### config.mk
export PLATFORM = sky130hd
export DESIGN_NAME = load_level_transient_sequencer
export DESIGN_NICKNAME = d
export VERILOG_FILES = /design/src/lts_pkg.sv /design/src/slew_if.sv /design/src/slew_limiter.sv /design/src/load_level_transient_sequencer.sv
export SDC_FILE = /design/constraint.sdc
export NUM_CORES = 2
export LEC_CHECK = 0
export CAP_MARGIN = 5
export CELL_PAD_IN_SITES_DETAIL_PLACEMENT = 0
export CELL_PAD_IN_SITES_GLOBAL_PLACEMENT = 2
export CORE_ASPECT_RATIO = 0.7
export CORE_MARGIN = 2
export CORE_UTILIZATION = 42
export CTS_CLUSTER_SIZE = 12
export DETAILED_ROUTE_END_ITERATION = 10
export DONT_BUFFER_PORTS = 1
export HOLD_SLACK_MARGIN = 0.08
export PLACE_DENSITY = 0.88
export SLEW_MARGIN = 10
export SYNTH_ARGS = -nofsm -noshare
export SYNTH_HDL_FRONTEND = slang
export SYNTH_SLANG_ARGS = --single-unit
### constraint.sdc
create_clock -name i_mclk -period 106.2 [get_ports i_mclk]
set_clock_uncertainty 0.15 [all_clocks]
set_input_delay 5.31 -clock i_mclk [delete_from_list [all_inputs] [get_ports i_mclk]]
set_output_delay 5.31 -clock i_mclk [all_outputs]
set_load 0.02 [all_outputs]
### src/lts_pkg.sv
package lts_pkg;

  // Register offsets (byte addresses, one word each)
  localparam logic [7:0] OFS_CTRL = 8'h00;
  localparam logic [7:0] OFS_LEVEL_A = 8'h04;
  localparam logic [7:0] OFS_LEVEL_B = 8'h08;
  localparam logic [7:0] OFS_SLEW = 8'h0C;
  localparam logic [7:0] OFS_PERIOD = 8'h10;
  localparam logic [7:0] OFS_DUTY = 8'h14;
  localparam logic [7:0] OFS_DROPOUT = 8'h18;
  localparam logic [7:0] OFS_RANGE_MAX = 8'h1C;
  localparam logic [7:0] OFS_SLEW_MAX = 8'h20;
  localparam logic [7:0] OFS_STATUS = 8'h24;
  localparam logic [7:0] OFS_SETPOINT = 8'h28;
  localparam logic [7:0] OFS_TRANS_TIME = 8'h2C;
  localparam logic [7:0] OFS_CMD = 8'h30;

  // CTRL fields
  localparam int CTRL_ENABLE = 0;
  localparam int CTRL_SLOW = 1;
  localparam int CTRL_SEL_LSB = 2;
  localparam int CTRL_MODE_LSB = 4;
  localparam int CTRL_EXT_TRIG = 7;

  // CMD bits (write-one pulses)
  localparam int CMD_SLOW_TOGGLE = 0;
  localparam int CMD_SLEW_DEFAULT = 1;

  // STATUS bits
  localparam int ST_SLOW = 0;
  localparam int ST_SLEW_WARN = 1;
  localparam int ST_LOW_BW = 2;
  localparam int ST_SLEW_ERR = 3;
  localparam int ST_DROPOUT = 4;
  localparam int ST_RUNNING = 5;
  localparam int ST_AT_B = 6;

  localparam int LEVEL_W = 24;
  localparam int DUTY_W = 7;

  // Reset values, limits and scale factors
  localparam logic [LEVEL_W-1:0] SLEW_CAL_DEFAULT = 24'h000100;
  localparam logic [LEVEL_W-1:0] SLEW_MAX_RESET = 24'h010000;
  localparam logic [LEVEL_W-1:0] SLEW_MIN = 24'h000001;
  localparam logic [LEVEL_W-1:0] RANGE_MAX_RESET = 24'hFFFFFF;
  localparam logic [31:0] PERIOD_RESET = 32'h000F4240;
  localparam logic [DUTY_W-1:0] DUTY_RESET = 7'h32;
  localparam logic [DUTY_W-1:0] DUTY_MIN = 7'h01;
  localparam logic [DUTY_W-1:0] DUTY_MAX = 7'h63;
  localparam logic [31:0] DUTY_SCALE = 32'h00000064;
  localparam logic [31:0] BW_DIV = 32'h000003E8;

  // Clock rate for time conversion
  localparam int CLK_HZ = 25_000_000;

  typedef enum logic [1:0] {
    constant_current_mode,
    constant_power_mode,
    constant_resistance_mode,
    constant_voltage_mode
  } load_mode_t;

  typedef enum logic [1:0] {
    SEL_LEVEL_A,
    SEL_LEVEL_B,
    SEL_TRANSIENT
  } level_sel_t;

endpackage

### src/slew_if.sv
`timescale 1ns/1ps
interface slew_if;
  logic [lts_pkg::LEVEL_W-1:0] target;
  logic [lts_pkg::LEVEL_W-1:0] step;
  logic [lts_pkg::LEVEL_W-1:0] preset_value;
  logic preset;
  logic [lts_pkg::LEVEL_W-1:0] value;
  logic at_target;
  modport ctrl (output target, output step, output preset_value, output preset,
    input value, input at_target);
  modport lim (input target, input step, input preset_value, input preset,
    output value, output at_target);
endinterface

### src/slew_limiter.sv
`timescale 1ns/1ps
module slew_limiter (
  // Clock and reset
  input wire logic i_mclk,
  input wire logic i_arst_n,
  input wire logic i_ce,
  // Control
  slew_if.lim s
);
  import lts_pkg::*;

  logic [LEVEL_W-1:0] cur;
  wire logic [LEVEL_W:0] up_sum = {1'b0, cur} + {1'b0, s.step};
  wire logic up_dir = s.target > cur;
  wire logic [LEVEL_W-1:0] gap = up_dir ? (s.target - cur) : (cur - s.target);
  // Clamp at target so the last step never overshoots
  wire logic [LEVEL_W-1:0] next_cur = (gap <= s.step) ? s.target :
    (up_dir ? up_sum[LEVEL_W-1:0] : cur - s.step);

  always_ff @(posedge i_mclk or negedge i_arst_n) begin
    if (!i_arst_n) begin
      cur <= '0;
    end else if (i_ce) begin
      cur <= s.preset ? s.preset_value : next_cur;
    end
  end

  assign s.value = cur;
  assign s.at_target = (cur == s.target);
endmodule

### src/load_level_transient_sequencer.sv
// Our own choices: the address-and-strobe port and the address map.
`timescale 1ns/1ps
// Notes on behaviour
// - Slow start ramps demand up from zero in current and power modes.
// - Ramp starts on enable or dropout crossing.
// - Disable with slow start ramps back to the rest value.
// - Toggle flips slow start; status shows it.
// - Resistance mode ramps from range maximum.
// - Voltage mode ramps from range maximum.
// - Transient alternates A and B, slewed.
// - Timing from oscillator or external trigger.
// - Oscillator cycle always starts at A.
// - Oscillator runs only when all conditions hold.
// - Fixed A or B ends transients.
// - Period and duty apply at A return.
// - Re-enable restarts a fresh cycle.
// - Duty is fraction spent at A.
// - Duty accepted only 1 to 99.
// - Setpoint changes go through limiter, except the jumps to rest when input stops with slow start off or starts with slow start on.
// - Default command restores calibrated slew.
// - Slew linear in the mode variable.
// - Report transition time as delta over slew.
// - Out-of-limit slew rejected with error flag.
// - Low bandwidth below slew maximum over 1000.
// - Warn when transition exceeds shorter phase.
// - Stop conducting below dropout except in voltage mode, non-latching.
module load_level_transient_sequencer (
  // Clock, reset, enable
  input wire logic i_mclk,
  input wire logic i_arst_n,
  input wire logic i_ce,
  // Register port
  input wire logic [7:0] i_addr,
  input wire logic [31:0] i_wdata,
  input wire logic i_wr,
  input wire logic i_rd,
  output logic [31:0] o_rdata,
  // Analogue side
  input wire logic [lts_pkg::LEVEL_W-1:0] i_source_v,
  input wire logic i_ext_trig,
  output logic [lts_pkg::LEVEL_W-1:0] o_demand,
  output logic o_conduct,
  output logic o_low_bw,
  output logic o_slow_active,
  output logic o_slew_warn
);
  import lts_pkg::*;

  function automatic logic hit(input logic [7:0] a, input logic [7:0] ofs);
    hit = (a == ofs);
  endfunction

  // Configuration registers
  logic enable;
  logic slow_en;
  level_sel_t sel;
  load_mode_t mode;
  logic ext_sel;
  logic [LEVEL_W-1:0] level_a;
  logic [LEVEL_W-1:0] level_b;
  logic [LEVEL_W-1:0] slew;
  logic [LEVEL_W-1:0] slew_max;
  logic [LEVEL_W-1:0] range_max;
  logic [LEVEL_W-1:0] dropout;
  logic [31:0] period_pend;
  logic [DUTY_W-1:0] duty_pend;
  logic [31:0] period_act;
  logic [DUTY_W-1:0] duty_act;
  logic slew_err;

  // Sequencer state
  logic [31:0] cyc_cnt;
  logic osc_run;
  logic phase_b;
  logic enable_d;
  logic above_d;
  logic ramp_armed;
  logic [LEVEL_W-1:0] trans_time;

  // Trigger and source voltage comparison synchronisers
  logic [2:0] trig_sync;
  logic trig_state;
  logic [2:0] above_sync;
  logic above_state;

  wire logic wr_ctrl = i_wr && hit(i_addr, OFS_CTRL);
  wire logic wr_slew = i_wr && hit(i_addr, OFS_SLEW);
  wire logic wr_duty = i_wr && hit(i_addr, OFS_DUTY);
  wire logic wr_cmd = i_wr && hit(i_addr, OFS_CMD);
  wire logic slow_toggle = wr_cmd && i_wdata[CMD_SLOW_TOGGLE];
  wire logic slew_default = wr_cmd && i_wdata[CMD_SLEW_DEFAULT];
  wire logic [LEVEL_W-1:0] wslew = i_wdata[LEVEL_W-1:0];
  wire logic slew_ok = (wslew >= SLEW_MIN) && (wslew <= slew_max);
  wire logic [DUTY_W-1:0] wduty = i_wdata[DUTY_W-1:0];
  wire logic duty_ok = (i_wdata[31:DUTY_W] == '0) &&
    (wduty >= DUTY_MIN) && (wduty <= DUTY_MAX);

  // Comparator on a pin: counted only when last two stages agree
  wire logic src_above = i_source_v > dropout;
  wire logic above_next = (above_sync[2] == above_sync[1]) ? above_sync[2] : above_state;
  wire logic trig_next = (trig_sync[2] == trig_sync[1]) ? trig_sync[2] : trig_state;
  wire logic trig_rise = trig_next && !trig_state;
  wire logic trig_fall = !trig_next && trig_state;

  // Voltage mode has no dropout facility
  wire logic dropout_ok = above_state || (mode == constant_voltage_mode);
  wire logic input_on = enable && dropout_ok;
  wire logic enable_rise = enable && !enable_d;
  wire logic above_rise = above_state && !above_d;
  wire logic osc_cond = enable && (sel == SEL_TRANSIENT) && !ext_sel &&
    (!slow_en || dropout_ok);
  wire logic inverted = (mode == constant_resistance_mode) ||
    (mode == constant_voltage_mode);
  wire logic [LEVEL_W-1:0] rest_level = inverted ? range_max : '0;

  // Duty split of the active period
  wire logic [63:0] a_prod = {32'h0, period_act} * {57'h0, duty_act};
  wire logic [31:0] a_time = 32'(a_prod / {32'h0, DUTY_SCALE});
  wire logic [31:0] b_time = period_act - a_time;
  wire logic [31:0] short_time = (a_time < b_time) ? a_time : b_time;
  wire logic cyc_end = (cyc_cnt + 32'h1) >= period_act;

  wire logic [LEVEL_W-1:0] ab_gap = (level_a > level_b) ? (level_a - level_b) :
    (level_b - level_a);
  wire logic [LEVEL_W-1:0] step_safe = (slew == '0) ? SLEW_MIN : slew;
  wire logic [LEVEL_W-1:0] next_trans = ab_gap / step_safe;

  // Level selection feeding the limiter
  wire logic transient_b = ext_sel ? trig_state : phase_b;
  wire logic [LEVEL_W-1:0] run_level = (sel == SEL_LEVEL_A) ? level_a :
    (sel == SEL_LEVEL_B) ? level_b :
    (transient_b ? level_b : level_a);
  wire logic [LEVEL_W-1:0] tgt = input_on ? run_level : rest_level;
  // Slow start off: demand jumps straight to the rest value when the input stops
  wire logic hard_preset = !slow_en && !input_on;
  wire logic slow_preset = slow_en && ((enable_rise && !ramp_armed) || above_rise) &&
    input_on;

  slew_if sl ();
  assign sl.target = tgt;
  assign sl.step = step_safe;
  assign sl.preset = hard_preset || slow_preset;
  assign sl.preset_value = rest_level;

  slew_limiter u_slew (
    .i_mclk(i_mclk),
    .i_arst_n(i_arst_n),
    .i_ce(i_ce),
    .s(sl)
  );

  // Register writes
  always_ff @(posedge i_mclk or negedge i_arst_n) begin
    if (!i_arst_n) begin
      enable <= 1'b0;
      sel <= SEL_LEVEL_A;
      mode <= constant_current_mode;
      ext_sel <= 1'b0;
      level_a <= '0;
      level_b <= '0;
      dropout <= '0;
      range_max <= RANGE_MAX_RESET;
      slew_max <= SLEW_MAX_RESET;
      period_pend <= PERIOD_RESET;
    end else if (i_ce && i_wr) begin
      if (wr_ctrl) begin
        enable <= i_wdata[CTRL_ENABLE];
        sel <= level_sel_t'(i_wdata[CTRL_SEL_LSB +: 2]);
        mode <= load_mode_t'(i_wdata[CTRL_MODE_LSB +: 2]);
        ext_sel <= i_wdata[CTRL_EXT_TRIG];
      end
      if (hit(i_addr, OFS_LEVEL_A)) level_a <= i_wdata[LEVEL_W-1:0];
      if (hit(i_addr, OFS_LEVEL_B)) level_b <= i_wdata[LEVEL_W-1:0];
      if (hit(i_addr, OFS_DROPOUT)) dropout <= i_wdata[LEVEL_W-1:0];
      if (hit(i_addr, OFS_RANGE_MAX)) range_max <= i_wdata[LEVEL_W-1:0];
      if (hit(i_addr, OFS_SLEW_MAX)) slew_max <= i_wdata[LEVEL_W-1:0];
      if (hit(i_addr, OFS_PERIOD) && i_wdata != 32'h0) period_pend <= i_wdata;
    end
  end

  // Slew, duty and slow start control
  always_ff @(posedge i_mclk or negedge i_arst_n) begin
    if (!i_arst_n) begin
      slew <= SLEW_CAL_DEFAULT;
      slew_err <= 1'b0;
      duty_pend <= DUTY_RESET;
      slow_en <= 1'b0;
    end else if (i_ce) begin
      if (slew_default) begin
        slew <= SLEW_CAL_DEFAULT;
      end else if (wr_slew && slew_ok) begin
        slew <= wslew;
      end
      // Error sticks until the next slew write or read of status
      if (wr_slew) begin
        slew_err <= !slew_ok;
      end else if (i_rd && hit(i_addr, OFS_STATUS)) begin
        slew_err <= 1'b0;
      end
      if (wr_duty && duty_ok) duty_pend <= wduty;
      if (slow_toggle) slow_en <= !slow_en;
    end
  end

  // Synchronisers for pin-level inputs
  always_ff @(posedge i_mclk or negedge i_arst_n) begin
    if (!i_arst_n) begin
      trig_sync <= '0;
      trig_state <= 1'b0;
      above_sync <= '0;
      above_state <= 1'b0;
    end else if (i_ce) begin
      trig_sync <= {trig_sync[1:0], i_ext_trig};
      trig_state <= trig_next;
      above_sync <= {above_sync[1:0], src_above};
      above_state <= above_next;
    end
  end

  // Internal oscillator
  always_ff @(posedge i_mclk or negedge i_arst_n) begin
    if (!i_arst_n) begin
      cyc_cnt <= '0;
      osc_run <= 1'b0;
      phase_b <= 1'b0;
      period_act <= PERIOD_RESET;
      duty_act <= DUTY_RESET;
      enable_d <= 1'b0;
      above_d <= 1'b0;
      ramp_armed <= 1'b0;
    end else if (i_ce) begin
      enable_d <= enable;
      above_d <= above_state;
      ramp_armed <= enable;
      if (!osc_cond || enable_rise) begin
        // Restart at level A, with fresh timing
        osc_run <= osc_cond;
        cyc_cnt <= '0;
        phase_b <= 1'b0;
        period_act <= period_pend;
        duty_act <= duty_pend;
      end else if (cyc_end) begin
        cyc_cnt <= '0;
        phase_b <= 1'b0;
        period_act <= period_pend;
        duty_act <= duty_pend;
      end else begin
        cyc_cnt <= cyc_cnt + 32'h1;
        phase_b <= (cyc_cnt + 32'h1) >= a_time;
      end
    end
  end

  // Outputs and reported values
  always_ff @(posedge i_mclk or negedge i_arst_n) begin
    if (!i_arst_n) begin
      o_demand <= '0;
      o_conduct <= 1'b0;
      o_low_bw <= 1'b0;
      o_slow_active <= 1'b0;
      o_slew_warn <= 1'b0;
      trans_time <= '0;
    end else if (i_ce) begin
      o_demand <= sl.value;
      o_conduct <= input_on;
      o_low_bw <= ({40'h0, slew} * {32'h0, BW_DIV}) < {40'h0, slew_max};
      o_slow_active <= slow_en;
      trans_time <= next_trans;
      o_slew_warn <= ({8'h0, next_trans} > short_time);
    end
  end

  wire logic [31:0] status_word = {25'h0, phase_b, osc_run, !dropout_ok, slew_err,
    o_low_bw, o_slew_warn, o_slow_active};
  wire logic [31:0] ctrl_word = {24'h0, ext_sel, 1'b0, mode, sel, slow_en, enable};
  wire logic [31:0] rd_mux =
    hit(i_addr, OFS_CTRL) ? ctrl_word :
    hit(i_addr, OFS_LEVEL_A) ? {8'h0, level_a} :
    hit(i_addr, OFS_LEVEL_B) ? {8'h0, level_b} :
    hit(i_addr, OFS_SLEW) ? {8'h0, slew} :
    hit(i_addr, OFS_PERIOD) ? period_pend :
    hit(i_addr, OFS_DUTY) ? {25'h0, duty_pend} :
    hit(i_addr, OFS_DROPOUT) ? {8'h0, dropout} :
    hit(i_addr, OFS_RANGE_MAX) ? {8'h0, range_max} :
    hit(i_addr, OFS_SLEW_MAX) ? {8'h0, slew_max} :
    hit(i_addr, OFS_STATUS) ? status_word :
    hit(i_addr, OFS_SETPOINT) ? {8'h0, sl.value} :
    hit(i_addr, OFS_TRANS_TIME) ? {8'h0, trans_time} : 32'h0;

  always_ff @(posedge i_mclk or negedge i_arst_n) begin
    if (!i_arst_n) begin
      o_rdata <= '0;
    end else if (i_ce) begin
      o_rdata <= i_rd ? rd_mux : 32'h0;
    end
  end

endmodule

==> results.py <==
metrics = {
    "outcome": {
        "outcome": "completed",
    },
    "critical_path": {
        "slowest_stage": "nor4_1",
        "worstPathMaxFanout": 43,
        "cp-end-kind": "flop",
        "path_delay_family": "compound AO/OA/AOI/OAI gates",
        "endpoint": "o_slew_warn",
        "reg2reg_depth": 444,
        "worstSetupStartpoint": "level_a[0]",
        "path_buf_inv": 23,
        "worst_setup_path_start_kind": "flop",
        "cp_common_cell": "o21a_1",
        "crit_required_ps": 106530,
        "reg2reg_slack_ps": 18810,
        "max_stage_delay_ps": 900,
        "worstSetupPathType": "flop to flop",
        "timing.rr.end": "o_slew_warn",
        "critPathArrivalTime_ps": 87720,
        "r2r-start": "level_a[0]",
        "path_depth": 444,
    },
    "clock_tree": {
        "path_clk_slew_ps": 70,
        "holdBufCountCts": 0,
        "cts_buffer_depth": 3,
        "post_cts_buffers": 0,
        "root_buffer": "clkbuf_16",
        "cts-buffers-inserted": 46,
        "clock_sinks": 382,
        "cts.htree.levels": 2,
        "cts_tree": "built",
        "cts_resized": 0,
        "clk_latency_ps": 650,
    },
    "floorplanning": {
        "ios": 130,
        "initial_core_util_pct": 42.5,
        "die_w_microns": 459,
        "core_sq_um": 143000,
        "dieArea_sq_um": 148000,
        "die_h_microns": 323,
        "rows": 116,
    },
    "timing": {
        "drv_slew": 0,
        "period_share_pct": 82.3,
        "finalWorstSetupSlack_ps": 18810,
        "hold_viol": 0,
        "slew_headroom_pct": 11.5,
        "fin_setup_tns_ps": 0,
        "setup_viol": 0,
        "worst_pin_slew_ps": 1310,
        "rsz0062_at_grt": "no",
        "finalCriticalPeriod_ps": 87390,
        "fmax_ghz": 0.0114,
    },
    "synthesis": {
        "synth_edf_count": 0,
        "synth_ff_type": "dfrtp_1",
        "synth-xor-area-share_pct": 4.94,
        "synth_nets": 8473,
        "ys_warn_count": 0,
        "synth_top_family_by_area": "adder cells",
        "yosysUniqueCellTypes": 143,
        "synth-simple-area-share_pct": 17.5,
        "ys_seq_area_share_pct": 15.8,
        "synth_area_per_cell_sq_um": 8.28,
        "synth_fa_ha_area_share_pct": 24.5,
        "synthMuxAreaShare_pct": 8.01,
        "synth_compound_area_share_pct": 23.6,
        "netlist_area_sq_um": 60900,
        "ys_ff_latch": 382,
        "async_reset_ff_share_pct": 100,
        "syn_inst": 7360,
    },
    "drt": {
        "via_per_inst": 6.14,
        "route.vias.total": 56100,
        "route.detailed.drc": 0,
        "drt-total-wl_microns": 223000,
        "drt_first_pass_iters": 8,
        "drt_iter0_markers": 6338,
        "wl_per_cell_microns": 24.4,
        "drtAntennaViolNets": 0,
    },
    "place": {
        "hpwl_microns": 176000,
        "gp_congestion": 0.979,
        "pre_cts_slack_ps": 20050,
        "io_buffers": 0,
        "dp.cells": 9056,
        "placed_cell_area_sq_um": 62900,
    },
    "finish": {
        "design_area_sq_um": 64600,
        "post_route_cells_drive_above_1_share_pct": 10.4,
        "multi_input_area_sq_um": 48000,
        "fillCellCount": 14200,
        "syn_to_final_growth_pct": 6.13,
        "stdcell_count": 9147,
        "nets": 8329,
        "final_cell_mix": "ha_1 (802), nand2_1 (585), inv_1 (558)",
        "final-seq-area_sq_um": 9620,
        "mostFrequentLayoutCell": "ha_1",
    },
    "grt": {
        "grt_max_degree": 383,
        "grt_use_total_pct": 29.4,
        "grt_pass1_vias": 51600,
        "grt_overflow": 0,
        "grt_pass1_wl_microns": 335000,
        "antenna_found_initial": 17,
    },
    "worst_hold_path": {
        "hold_path_class": "flop to flop",
    },
    "flow_run": {
        "cap_violations": 0,
    },
}
worst register-to-register path: cells and delay by family (launching register included):
kind            cells  cell delay [ps]
compound gates    294            57470
xor+xnor            1              150
fa+ha+maj          26             7970
buf+inv            23             4230
flops               1              440
mux                 9             2820
simple gates       91            13990
layer usage:
metal,global-route usage (%),wire [microns]
met5,0.929,296
met4,5.13,4000
met3,7.51,22300
met2,39.6,85300
met1,46.1,111000
state kept, by name (all words and copies together) (netlist names), 2 cells and up:
signal          cells
above_sync          3
cyc_cnt            32
dropout            24
duty_act            7
duty_pend           7
level_a            24
level_b            24
mode                2
o_demand           24
o_rdata            32
period_act         32
period_pend        32
range_max          24
sel                 2
slew               24
slew_max           24
trans_time         24
trig_sync           3
u_slew.s.value     24
logic make-up after synthesis:
logic type | Yosys count
multiplexers | 443
XOR/XNOR | 330
flip-flops | 382
buffers and inverters | 870
adder cells (fa/ha/maj) | 1050
AND/OR/NAND/NOR | 2152
AO/OA/AOI/OAI | 2133
worst min path at each step:
stage | start | endpoint | slack (ps) | cells past startpoint
6_report | above_sync[0] | above_sync[0] | 330 | 1
2_1_floorplan | trig_sync[0] | trig_sync[1] | 300 | 2
3_5_place_dp | above_sync[0] | above_sync[0] | 320 | 1
3_3_place_gp | above_sync[0] | above_sync[0] | 320 | 1
5_1_grt | above_sync[0] | above_sync[0] | 370 | 1
4_1_cts | above_sync[0] | above_sync[0] | 340 | 1
metrics by stage:
| stage | hold WS, ps | utilization [%] |
|---|---|---|
| after floorplan | 299 | - |
| after global placement | 320 | 43.9 |
| after detailed placement | 322 | 43.9 |
| after CTS | 337 | 45.1 |
| after global routing | 367 | 45.1 |
| final | 330 | 45.1 |
cell usage after synthesis (all sizes together) (16+ instances only):
cell type  instances  area (sq um)
nor2             405          1530
or3               32           215
fa               241          4820
mux2i            110          1120
a22oi             18           145
o21a             223          1680
a21oi            512          2630
nand2            589          2220
mux2             332          3740
o22ai             22           144
a221oi            38           352
o2bb2ai           29           254
ha               802         10000
and3              45           282
and2             176          1100
inv              573          2150
o21bai            47           353
or2               34           215
a22o              35           307
a211oi            39           355
clkbuf           218           820
dfstp             46          1210
o2111ai           25           243
a311oi            16           200
buf               77           422
dfrtp            336          8410
nor4              40           287
a31oi             45           282
nand3            162           811
o211ai            42           330
nor3             272          1390
a21o             199          1500
o31ai            140          1080
nand4            110           688
xnor2            185          1700
xor2             143          1260
nand2b           129           807
nor2b            108           676
o21ai            498          2500
a222oi            17           170
final cells by class:
cell class              count  share of cell area [%]
diodes                      5                  0.0194
clock buffers              62                    2.03
clock inverters            24                   0.550
inverters                 574                    3.34
multi-input cells        6108                    74.3
flip-flops and latches    382                    14.9
well taps                1888                    3.65
repair buffers            104                    1.21
Power is not shown: default switching activity piles up to over one toggle a cycle in this logic, so the estimate is an artifact.
